<file path="config.mk">
export PLATFORM = sky130hd
export DESIGN_NAME = pasr_top
export DESIGN_NICKNAME = d
export VERILOG_FILES = /design/src/verilog/pasr_pkg.sv /design/src/verilog/pasr_pair_stage.sv /design/src/verilog/pasr_src_decode.sv /design/src/verilog/pasr_top.sv
export SDC_FILE = /design/constraint.sdc
export NUM_CORES = 1
export LEC_CHECK = 0
export BUFFER_PORTS_ARGS = -buffer_cell sky130_fd_sc_hd__buf_2
export CAP_MARGIN = 5
export CORE_ASPECT_RATIO = 0.5
export CORE_MARGIN = 5
export CORE_UTILIZATION = 46
export CTS_CLUSTER_DIAMETER = 60
export DETAILED_ROUTE_END_ITERATION = 8
export GPL_TIMING_DRIVEN = 1
export PLACE_DENSITY_LB_ADDON = 0.05
export SYNTH_ARGS = -nofsm -noshare
export SYNTH_HDL_FRONTEND = slang
export SYNTH_SLANG_ARGS = --single-unit
</file>
<file path="constraint.sdc">
create_clock -name clk_sys_i -period 2 [get_ports clk_sys_i]
set_input_delay 0.4 -clock clk_sys_i [delete_from_list [all_inputs] [get_ports clk_sys_i]]
set_output_delay 0.4 -clock clk_sys_i [all_outputs]
set_load 0.005 [all_outputs]
</file>
<file path="src/verilog/pasr_pkg.sv">
// Constants, field layout and carrier types of the PWM auto-shutdown block
package pasr_pkg;

  // Register byte offsets
  localparam logic [7:0] PASR_ASC_OFF = 8'h00;
  localparam logic [7:0] PASR_DBC_OFF = 8'h04;
  localparam logic [7:0] PASR_PWC_OFF = 8'h08;
  localparam logic [7:0] PASR_PEN_OFF = 8'h0C;
  localparam logic [7:0] PASR_PST_OFF = 8'h10;

  // Auto-shutdown control fields
  localparam int PASR_FLAG_BIT = 7;
  localparam int PASR_SRC_HI   = 6;
  localparam int PASR_SRC_LO   = 4;
  localparam int PASR_AC_HI    = 3;
  localparam int PASR_AC_LO    = 2;
  localparam int PASR_BD_HI    = 1;
  localparam int PASR_BD_LO    = 0;

  // Dead-band configuration fields
  localparam int PASR_RST_EN_BIT = 7;
  localparam int PASR_DLY_HI     = 6;
  localparam int PASR_DLY_LO     = 0;

  // Polarity bits, pin enables, status
  localparam int PASR_POL_AC_BIT = 0;
  localparam int PASR_POL_BD_BIT = 1;
  localparam int PASR_PEN_HI     = 3;
  localparam int PASR_PTF_BIT    = 0;

  // Reset values
  localparam logic [7:0] PASR_ASC_RST = 8'h00;
  localparam logic [7:0] PASR_DBC_RST = 8'h00;
  localparam logic [1:0] PASR_POL_RST = 2'h0;
  localparam logic [3:0] PASR_PEN_RST = 4'h0;

  // Source select codes
  localparam logic [2:0] PASR_SRC_NONE = 3'h0;
  localparam logic [2:0] PASR_SRC_TRIP = 3'h4;

  // Pair shutdown state encoding
  typedef enum logic [1:0] {
    PASR_PSS_LOW  = 2'b00,
    PASR_PSS_HIGH = 2'b01,
    PASR_PSS_TRI0 = 2'b10,
    PASR_PSS_TRI1 = 2'b11
  } pasr_pss_type;

  // Shutdown sources
  typedef struct packed {
    logic trip;
    logic cmp2;
    logic cmp1;
  } pasr_src_type;

  // One bit per output pin
  typedef struct packed {
    logic d;
    logic c;
    logic b;
    logic a;
  } pasr_quad_type;

endpackage

</file>
<file path="src/verilog/pasr_pair_stage.sv">
// Output stage for one pin pair: polarity, shutdown level, drive enable
`timescale 1ns/100ps
`default_nettype none
module pasr_pair_stage (
  // Modulated inputs and pin enables of the pair
  input  wire logic [1:0]             pwm_i,
  input  wire logic [1:0]             en_i,
  // Configuration
  input  wire logic                   pol_low_i,
  input  wire pasr_pkg::pasr_pss_type state_i,
  input  wire logic                   shut_i,
  // Pin levels
  output logic [1:0]                  out_o,
  output logic [1:0]                  oe_o
);
  import pasr_pkg::*;

  always_comb begin
    out_o = pwm_i ^ {2{pol_low_i}};
    oe_o  = en_i;
    if (shut_i) begin
      case (state_i)
        PASR_PSS_LOW:  out_o = 2'h0;
        PASR_PSS_HIGH: out_o = 2'h3;
        default: begin
          out_o = 2'h0;
          oe_o  = 2'h0;
        end
      endcase
    end
  end

endmodule
`default_nettype wire

</file>
<file path="src/verilog/pasr_src_decode.sv">
// Shutdown source selection and combining
`timescale 1ns/100ps
`default_nettype none
module pasr_src_decode (
  // Selection
  input  wire logic [2:0]            sel_i,
  // Raw sources
  input  wire pasr_pkg::pasr_src_type src_i,
  // Result
  output logic                       active_o
);
  import pasr_pkg::*;

  // Code bit 0 picks comparator 1, bit 1 comparator 2, bit 2 trip pin
  always_comb begin
    active_o = (sel_i[0] & src_i.cmp1) | (sel_i[1] & src_i.cmp2) |
               (sel_i[2] & src_i.trip);
  end

endmodule
`default_nettype wire

</file>
<file path="src/verilog/pasr_top.sv">
// PWM auto-shutdown and auto-restart controller with APB register access
`timescale 1ns/100ps
`default_nettype none
module pasr_top #(
  parameter int ADDR_W = 12
) (
  // Clock, reset, enable
  input  wire logic                   clk_sys_i,
  input  wire logic                   resetn_i,
  input  wire logic                   ce_i,
  // APB slave
  input  wire logic                   psel_i,
  input  wire logic                   penable_i,
  input  wire logic                   pwrite_i,
  input  wire logic [ADDR_W-1:0]      paddr_i,
  input  wire logic [31:0]            pwdata_i,
  input  wire logic [3:0]             pstrb_i,
  output logic [31:0]                 prdata_o,
  output logic                        pready_o,
  output logic                        pslverr_o,
  // PWM generator side
  input  wire pasr_pkg::pasr_quad_type pwm_i,
  input  wire logic                   period_start_i,
  // Shutdown sources
  input  wire pasr_pkg::pasr_src_type src_i,
  // Pins to bridge drivers
  output pasr_pkg::pasr_quad_type     pin_out_o,
  output pasr_pkg::pasr_quad_type     pin_oe_o,
  // Status levels
  output logic                        shutdown_o,
  output logic                        period_flag_o
);
  import pasr_pkg::*;

  // Register state
  logic          flag_q;
  logic [2:0]    src_sel_q;
  logic [1:0]    ac_state_q;
  logic [1:0]    bd_state_q;
  logic          restart_en_q;
  logic [6:0]    delay_q;
  logic [1:0]    pol_q;
  logic [3:0]    pin_en_q;
  logic          ptf_q;
  logic          seen_q;
  logic          hold_q;
  // Bus state
  logic          pready_q;
  logic          pslverr_q;
  logic [31:0]   prdata_q;
  logic          pready_d;
  logic          pslverr_d;
  logic [31:0]   prdata_d;
  // Pin state
  pasr_quad_type pin_out_q;
  pasr_quad_type pin_oe_q;
  pasr_quad_type pin_out_d;
  pasr_quad_type pin_oe_d;
  logic          shutdown_q;
  // Decode
  logic          cond;
  logic          shut_now;
  logic          fire;
  logic          wr_fire;
  logic          hit;
  logic [7:0]    word;
  logic          asc_wr;
  logic          dbc_wr;
  logic          pwc_wr;
  logic          pen_wr;
  logic          pst_wr;
  logic          flag_wr;

  // Selects one register on an aligned byte address, upper bits zero
  function automatic logic reg_sel(input logic [ADDR_W-1:0] addr,
                                   input logic [7:0]        off);
    reg_sel = (addr == ADDR_W'(off));
  endfunction

  assign fire    = psel_i & penable_i & pready_q;
  assign wr_fire = fire & pwrite_i & ~pslverr_q & pstrb_i[0];
  assign word    = pwdata_i[7:0];
  assign asc_wr  = wr_fire & reg_sel(paddr_i, PASR_ASC_OFF);
  assign dbc_wr  = wr_fire & reg_sel(paddr_i, PASR_DBC_OFF);
  assign pwc_wr  = wr_fire & reg_sel(paddr_i, PASR_PWC_OFF);
  assign pen_wr  = wr_fire & reg_sel(paddr_i, PASR_PEN_OFF);
  assign pst_wr  = wr_fire & reg_sel(paddr_i, PASR_PST_OFF);
  assign flag_wr = asc_wr;
  assign hit     = reg_sel(paddr_i, PASR_ASC_OFF) |
                   reg_sel(paddr_i, PASR_DBC_OFF) |
                   reg_sel(paddr_i, PASR_PWC_OFF) |
                   reg_sel(paddr_i, PASR_PEN_OFF) |
                   reg_sel(paddr_i, PASR_PST_OFF);

  // Source code 000 yields no cause at all
  pasr_src_decode u_src (
    .sel_i    (src_sel_q),
    .src_i    (src_i),
    .active_o (cond)
  );

  // Live cause, sticky flag and period hold all force the safe state
  assign shut_now = cond | flag_q | hold_q;

  // APB answer: one wait state, data and error registered
  always_comb begin
    pready_d  = psel_i & penable_i & ~pready_q;
    pslverr_d = pready_d & ~hit;
    prdata_d  = 32'h0;
    if (pready_d & ~pwrite_i) begin
      if (reg_sel(paddr_i, PASR_ASC_OFF)) begin
        prdata_d[7:0] = {flag_q, src_sel_q, ac_state_q, bd_state_q};
      end else if (reg_sel(paddr_i, PASR_DBC_OFF)) begin
        prdata_d[7:0] = {restart_en_q, delay_q};
      end else if (reg_sel(paddr_i, PASR_PWC_OFF)) begin
        prdata_d[1:0] = pol_q;
      end else if (reg_sel(paddr_i, PASR_PEN_OFF)) begin
        prdata_d[PASR_PEN_HI:0] = pin_en_q;
      end else if (reg_sel(paddr_i, PASR_PST_OFF)) begin
        prdata_d[PASR_PTF_BIT] = ptf_q;
      end
    end
  end

  always_ff @(posedge clk_sys_i) begin
    if (!resetn_i) begin
      pready_q  <= 1'b0;
      pslverr_q <= 1'b0;
      prdata_q  <= 32'h0;
    end else if (ce_i) begin
      pready_q  <= pready_d;
      pslverr_q <= pslverr_d;
      prdata_q  <= prdata_d;
    end
  end

  // Configuration fields of the shutdown control register
  always_ff @(posedge clk_sys_i) begin
    if (!resetn_i) begin
      src_sel_q  <= PASR_ASC_RST[PASR_SRC_HI:PASR_SRC_LO];
      ac_state_q <= PASR_ASC_RST[PASR_AC_HI:PASR_AC_LO];
      bd_state_q <= PASR_ASC_RST[PASR_BD_HI:PASR_BD_LO];
    end else if (ce_i && asc_wr) begin
      src_sel_q  <= word[PASR_SRC_HI:PASR_SRC_LO];
      ac_state_q <= word[PASR_AC_HI:PASR_AC_LO];
      bd_state_q <= word[PASR_BD_HI:PASR_BD_LO];
    end
  end

  // Delay count is kept for software only; dead band lives elsewhere
  always_ff @(posedge clk_sys_i) begin
    if (!resetn_i) begin
      restart_en_q <= PASR_DBC_RST[PASR_RST_EN_BIT];
      delay_q      <= PASR_DBC_RST[PASR_DLY_HI:PASR_DLY_LO];
    end else if (ce_i && dbc_wr) begin
      restart_en_q <= word[PASR_RST_EN_BIT];
      delay_q      <= word[PASR_DLY_HI:PASR_DLY_LO];
    end
  end

  always_ff @(posedge clk_sys_i) begin
    if (!resetn_i) begin
      pol_q <= PASR_POL_RST;
    end else if (ce_i && pwc_wr) begin
      pol_q <= word[1:0];
    end
  end

  // Pins stay undriven until software enables them
  always_ff @(posedge clk_sys_i) begin
    if (!resetn_i) begin
      pin_en_q <= PASR_PEN_RST;
    end else if (ce_i && pen_wr) begin
      pin_en_q <= word[PASR_PEN_HI:0];
    end
  end

  // Shutdown flag: a live cause wins over any write, so a clear is lost
  always_ff @(posedge clk_sys_i) begin
    if (!resetn_i) begin
      flag_q <= 1'b0;
    end else if (ce_i) begin
      if (cond) begin
        flag_q <= 1'b1;
      end else if (flag_wr) begin
        flag_q <= word[PASR_FLAG_BIT];
      end else if (restart_en_q) begin
        flag_q <= 1'b0;
      end
    end
  end

  // Hold safe state until a period begins with the flag clear
  always_ff @(posedge clk_sys_i) begin
    if (!resetn_i) begin
      hold_q <= 1'b0;
    end else if (ce_i) begin
      if (cond || flag_q) begin
        hold_q <= 1'b1;
      end else if (period_start_i) begin
        hold_q <= 1'b0;
      end
    end
  end

  // Period timer flag; a new set wins over a write-one clear
  always_ff @(posedge clk_sys_i) begin
    if (!resetn_i) begin
      seen_q <= 1'b0;
      ptf_q  <= 1'b0;
    end else if (ce_i) begin
      if (period_start_i) begin
        seen_q <= 1'b1;
      end
      if (period_start_i && seen_q) begin
        ptf_q <= 1'b1;
      end else if (pst_wr && word[PASR_PTF_BIT]) begin
        ptf_q <= 1'b0;
      end
    end
  end

  // Both pairs share one stage design
  pasr_pair_stage u_ac (
    .pwm_i     ({pwm_i.c, pwm_i.a}),
    .en_i      ({pin_en_q[2], pin_en_q[0]}),
    .pol_low_i (pol_q[PASR_POL_AC_BIT]),
    .state_i   (pasr_pss_type'(ac_state_q)),
    .shut_i    (shut_now),
    .out_o     ({pin_out_d.c, pin_out_d.a}),
    .oe_o      ({pin_oe_d.c, pin_oe_d.a})
  );

  pasr_pair_stage u_bd (
    .pwm_i     ({pwm_i.d, pwm_i.b}),
    .en_i      ({pin_en_q[3], pin_en_q[1]}),
    .pol_low_i (pol_q[PASR_POL_BD_BIT]),
    .state_i   (pasr_pss_type'(bd_state_q)),
    .shut_i    (shut_now),
    .out_o     ({pin_out_d.d, pin_out_d.b}),
    .oe_o      ({pin_oe_d.d, pin_oe_d.b})
  );

  // Registered pins cost one cycle of shutdown latency
  always_ff @(posedge clk_sys_i) begin
    if (!resetn_i) begin
      pin_out_q  <= '0;
      pin_oe_q   <= '0;
      shutdown_q <= 1'b0;
    end else if (ce_i) begin
      pin_out_q  <= pin_out_d;
      pin_oe_q   <= pin_oe_d;
      shutdown_q <= shut_now;
    end
  end

  assign prdata_o      = prdata_q;
  assign pready_o      = pready_q;
  assign pslverr_o     = pslverr_q;
  assign pin_out_o     = pin_out_q;
  assign pin_oe_o      = pin_oe_q;
  assign shutdown_o    = shutdown_q;
  assign period_flag_o = ptf_q;

  // Checks

  a_flag_on_cause: assert property (@(posedge clk_sys_i) disable iff (!resetn_i)
    (ce_i && cond) |=> flag_q ##0 shutdown_q)
    else $error("flag or shutdown missing after cause");

  a_trip_select: assert property (@(posedge clk_sys_i) disable iff (!resetn_i)
    (src_sel_q == PASR_SRC_TRIP) |-> (cond == src_i.trip))
    else $error("trip-only select does not follow trip pin");

  a_bd_tristate: assert property (@(posedge clk_sys_i) disable iff (!resetn_i)
    (ce_i && shut_now && bd_state_q[1]) |=> (!pin_oe_q.b && !pin_oe_q.d))
    else $error("B/D pins driven during tri-state shutdown");

  a_auto_clear: assert property (@(posedge clk_sys_i) disable iff (!resetn_i)
    (ce_i && restart_en_q && flag_q && !cond && !flag_wr) |=> !flag_q)
    else $error("flag not cleared by auto restart");

  a_manual_hold: assert property (@(posedge clk_sys_i) disable iff (!resetn_i)
    (ce_i && !restart_en_q && flag_q && !flag_wr) |=> flag_q)
    else $error("flag dropped without firmware clear");

  a_resume_period: assert property (@(posedge clk_sys_i) disable iff (!resetn_i)
    $fell(hold_q) |-> ($past(period_start_i) && !$past(flag_q)))
    else $error("outputs resumed off a period start");

  a_write_ignored: assert property (@(posedge clk_sys_i) disable iff (!resetn_i)
    (ce_i && cond && flag_wr && !word[PASR_FLAG_BIT]) |=> flag_q)
    else $error("flag cleared while cause active");

  a_sw_force: assert property (@(posedge clk_sys_i) disable iff (!resetn_i)
    (ce_i && flag_wr && word[PASR_FLAG_BIT]) |=> flag_q ##1 shutdown_q)
    else $error("software force did not shut down");

  a_polarity: assert property (@(posedge clk_sys_i) disable iff (!resetn_i)
    (ce_i && !shut_now) |=>
      (pin_out_q.a == ($past(pwm_i.a) ^ $past(pol_q[PASR_POL_AC_BIT]))))
    else $error("A output polarity wrong");

  a_period_flag: assert property (@(posedge clk_sys_i) disable iff (!resetn_i)
    (ce_i && period_start_i && seen_q) |=> ptf_q)
    else $error("period flag not set on second period");

  a_no_drive_unen: assert property (@(posedge clk_sys_i) disable iff (!resetn_i)
    (pin_oe_q != 4'h0) |-> ($past(pin_en_q) != 4'h0))
    else $error("pin driven while not enabled");

  a_ac_high: assert property (@(posedge clk_sys_i) disable iff (!resetn_i)
    (ce_i && shut_now && ac_state_q == PASR_PSS_HIGH) |=>
      (pin_out_q.a && pin_out_q.c))
    else $error("A/C not driven high in shutdown");

  a_none_select: assert property (
    @(posedge clk_sys_i) disable iff (!resetn_i)
    (src_sel_q == PASR_SRC_NONE) |-> !cond)
    else $error("disabled sources still raise a cause");

  a_period_hold: assert property (
    @(posedge clk_sys_i) disable iff (!resetn_i)
    (ce_i && period_start_i && flag_q) |=> (hold_q && shut_now))
    else $error("outputs left shutdown at a flagged period start");

endmodule
`default_nettype wire
</file>
Yosys cells after proc, flatten, opt, wreduce, memory -nomap -nowiden
Cells that the tools add are included.

Bits in registers: 44. Bits of input ports: 62. Output and inout bits: 44. Logic and storage cells: 102.

Equality and inequality tests: 6. Mux-type cells: 24. Bitwise gates (word level): 30. Reduce and logical (&&, ||, !) cells: 19.

Operators with widths (count): 12-bit by 4-bit equality test with 1-bit output, second input constant (2); 2-bit 2-to-1 mux (10); 1-bit bitwise AND (16); 8-bit 2-to-1 mux (2); 12-bit by 3-bit equality test with 1-bit output, second input constant (1); 12-bit by 5-bit equality test with 1-bit output, second input constant (1); 12-bit logical NOT (1); 1-bit 2-to-1 mux (9); 4-bit 2-to-1 mux (2); 1-bit bitwise OR (8); 2-bit AND reduction (4); 1-bit logical AND (6); 2-bit by 1-bit equality test with 1-bit output, second input constant (2); 2-bit logical NOT (2); 1-bit inverter (4); 2-bit nonzero test (2); 2-bit OR reduction (2); 2-bit XOR (2); 3-bit 2-to-1 mux (1); 3-bit nonzero test (1); 1-bit logical OR (1).

Logic depth before layout (Yosys ltp)
Word-level depth: 9. Mapped depth: 6. Depth with buffers taken out: 4.

Cells and area by module
Synthesis repeated with hierarchy kept, for this count alone.

Cell total of the unflattened synthesis: 245. Area, all modules: 2252.2 um^2.

Modules (own cells, without submodules): pasr_top (instances 1, cells each 229, area each 2120.8 um^2, seq. area each 880.8 um^2); pasr_pair_stage (instances 2, cells each 7, area each 58.8 um^2, seq. area each 0.0 um^2); pasr_src_decode (instances 1, cells each 2, area each 13.8 um^2, seq. area each 0.0 um^2).

Least setup slack after synthesis
OpenSTA, ideal clock, no wires.

Kind: input-to-reg. Start point: input port paddr_i[10]. End point: register pin_en_q[0]. Setup time: 126 ps. Data arrival time: 1433 ps. Required time: 1874 ps. Path slack: 441 ps. Cell stages on the path: 5. Cell sequence: nor4_4 > and3_2 > buf_2 > nand4_1 > mux2i_1.

Longest elaborated chain between the ends: 3.

RTL lines: from (decl) (line pasr_top.sv:15) `input wire logic [ADDR_W-1:0] paddr_i,`; 12-bit by 4-bit equality test with 1-bit output (line pasr_top.sv:77) `reg_sel = (addr == ADDR_W'(off));`; 1-bit bitwise AND (line pasr_top.sv:86) `assign pen_wr = wr_fire & reg_sel(paddr_i, PASR_PEN_OFF);`; 1-bit logical AND (line pasr_top.sv:173) `end else if (ce_i && pen_wr) begin`; to (signal assigned) (line pasr_top.sv:174) `pin_en_q <= word[PASR_PEN_HI:0];`; to (decl) (line pasr_top.sv:43) `logic [3:0] pin_en_q;`.

No other way between the ends. A chain may end at the register's enable or synchronous reset.

Worst setup path in the final report
Start point: register pslverr_q (netlist: pslverr_o). End point: register delay_q[4].

Longest elaborated chain between the ends: 5.

RTL lines: from (decl) (line pasr_top.sv:49) `logic pslverr_q;`; from (signal assigned) (line pasr_top.sv:132) `pslverr_q <= pslverr_d;`; 1-bit inverter (line pasr_top.sv:81) `assign wr_fire = fire & pwrite_i & ~pslverr_q & pstrb_i[0];`; 1-bit bitwise AND (2 in a row) (line pasr_top.sv:81); 1-bit bitwise AND (line pasr_top.sv:84) `assign dbc_wr = wr_fire & reg_sel(paddr_i, PASR_DBC_OFF);`; 1-bit logical AND (line pasr_top.sv:155) `end else if (ce_i && dbc_wr) begin`; to (signal assigned) (line pasr_top.sv:154) `delay_q <= PASR_DBC_RST[PASR_DLY_HI:PASR_DLY_LO];`; to (signal assigned) (line pasr_top.sv:157) `delay_q <= word[PASR_DLY_HI:PASR_DLY_LO];`; to (decl) (line pasr_top.sv:41) `logic [6:0] delay_q;`.

No other way between the ends.

==> results.ini <==
[route]
wirelength_um=5270
top_layer_used=met4
viasPerCell=5.08
via_count=1868
drc=0
wl_met1_um=2620
postRouteAntennaNets=0
dr_wl_met3_um=379
wl_per_cell_um=14.3
first_pass_iters=4
drt_first_iter_violations=108
wl_met2_um=2240

[floorplanning]
io_pins=106
start_util_pct=48.7
core-area_um2=4510
num_rows=17
die_y_um=58.9
fp.dieArea_um2=6340
die_w_um=108

[synth]
synth_cells=246
yosysSeqAreaShare_pct=40.1
syn_area_per_cell_um2=8.93
synth_area_um2=2200
synth-edff-count=0
ys_ff_latch=44
yosys_warnings=0
ys.flop_type=dfxtp_1
ys_types=41
postSynth.asyncResetShare_pct=0

[global_routing]
grt_first_pass_wirelength_um=8650
grt_pass1_vias=1813
grt_max_degree=35
antenna_found_initial=0
grt_usage_pct=17.2
overflow=0

[timing]
whs_ns=0.358
finalHoldViolations=0
rsz0062_at_grt=false
setup_slack_ns=0.183
min_period_ns=1.82
finClkSkew_ns=0.00667
drv_slew=0
slew_headroom_pct=52.2
clock.fmax_mhz=550
tightestPinTransition_ns=0.714
period_share_pct=90.9
setup_violations=0
tns_ns=0

[final_layout]
final_area_um2=2550
final_nets=364
antenna_cells=0
syn_to_final_growth_pct=16.1
drive_gt1_share_pct=25.5

[worst_setup_path]
end_kind=flop
critPathLaunchType=flop
timing.rr.start=pslverr_o$_SDFFE_PN0P_
crit_fanout=6
reg2reg_depth=5
critPathArrivalTime_ns=2.04
timing.rr.end=delay_q[4]$_SDFFE_PN0P_
critPathRequiredTime_ns=2.23
critPathKind=flop to flop
rrSetupSlack_ns=0.18

[cts]
cts_buffers=5
ctsHoldBuffers=0
tritoncts=done
clk_path_buf_depth=2
path_clk_slew_ns=0.08
cts_resized=0
insertion_delay_ns=0.29
postCtsSetupBuffers=0
cts-htree-levels=2
cts_root_buf=clkbuf_8
cts.sinks=44

[hold_path]
worstHoldStart=period_start_i
hold_depth=3
holdPathEnd=seen_q$_SDFFE_PN0P_
hp-class=input port to flop

[place]
dp_hpwl_um=4150
io_buffers=54
place_ws_ns=0.0527
place_congestion=0.810
placed_cell_area_um2=2470

[job]
maxCapViolCount=0

[power]
power.leakage_nw=1.22
power_density_nw_per_um2=627
irDropWorstVdd_mv=0.354

[status]
status=finished clean

cell usage in the layout, fill, tap and decap left out, drive strengths merged, types with 6 or more instances in the layout:
cell	n
nand2	50
dfxtp	44
mux2i	28
o21ai	8
buf	63
conb	24
nor3b	6
nor2	8
state kept, by name, summed over array words and instances (netlist names):
register       flops
delay_q            7
seen_q             1
pol_q              2
flag_q             1
restart_en_q       1
pslverr_o          1
pin_out_o          4
pready_o           1
prdata_o           8
period_flag_o      1
hold_q             1
pin_en_q           4
src_sel_q          3
shutdown_o         1
pin_oe_o           4
bd_state_q         2
ac_state_q         2
Yosys cell counts (5+ instances only):
cell | count | area [µm²]
a22oi_1 | 5 | 37.5
mux2i_1 | 28 | 280
o21ai_0 | 8 | 40.0
a21oi_1 | 5 | 25.0
buf_4 | 24 | 180
dfxtp_1 | 44 | 881
nor2_1 | 8 | 30.0
nand2_1 | 50 | 188
o31ai_1 | 5 | 37.5
nor3b_1 | 6 | 45.0
clkbuf_1 | 8 | 30.0
how the worst max path moves through the flow:
stage | from | endpoint | slack (ns)
global route | pready_o$_SDFFE_PN0P_ | delay_q[6]$_SDFFE_PN0P_ | 0.10
global placement | paddr_i[10] | delay_q[4]$_SDFFE_PN0P_ | 0.12
CTS | pslverr_o$_SDFFE_PN0P_ | delay_q[4]$_SDFFE_PN0P_ | 0.23
detailed placement | paddr_i[10] | delay_q[4]$_SDFFE_PN0P_ | 0.05
finish | pslverr_o$_SDFFE_PN0P_ | delay_q[4]$_SDFFE_PN0P_ | 0.18
floorplan | paddr_i[10] | pin_en_q[0]$_SDFFE_PN0P_ | 0.44
cell families after synthesis:
group,after synthesis,share of synthesized area [%]
buffers and inverters,39,11.0
multiplexers,28,12.8
AO/OA/AOI/OAI,35,11.2
flip-flops,44,40.1
XOR/XNOR,4,1.60
AND/OR/NAND/NOR,95,23.2
other,1,0.171
critical path, stage by stage, from the launching register on:
cell and delay [ns]:
dfxtp_1 0.33, and4b_1 0.26, and4bb_2 0.30, nor3b_1 0.41, buf_4 0.26, mux2i_1 0.20
cell type report:
class                           instances  area [µm²]
Inverter                                2        7.51
Multi-Input combinational cell        186        1160
Sequential cell                        44         881
Clock buffer                            5        68.8
Clock inverter                          2        12.5
Timing Repair Buffer                   63         338
Fill cell                             431        1960
Tap cell                               66        82.6
power breakdown:
part	total (mW)	leakage (nW)	internal, mW	switching (mW)
registers	0.896	0.356	0.888	0.00824
clock network	0.533	0.0400	0.237	0.297
logic	0.170	0.825	0.0692	0.101
total	1.60	1.22	1.19	0.406
routing by layer:
layer / track usage, % / vias to the layer above
met2: 27.2 / 63
met4: 4.68 / 0
li1: - / 932
met5: 0 / -
met1: 23.3 / 868
met3: 4.49 / 5
metrics by stage:
stage / util (%) / power, mW / cells
final: 56.5 / 1.60 / 368
after global placement: 54.7 / 1.08 / 361
after floorplan: - / 1.04 / 269
after detailed placement: 54.7 / 1.08 / 361
after global routing: 56.5 / 1.67 / 368
after CTS: 56.5 / 1.61 / 368
Note: power is estimated with default switching activity, not from simulation.
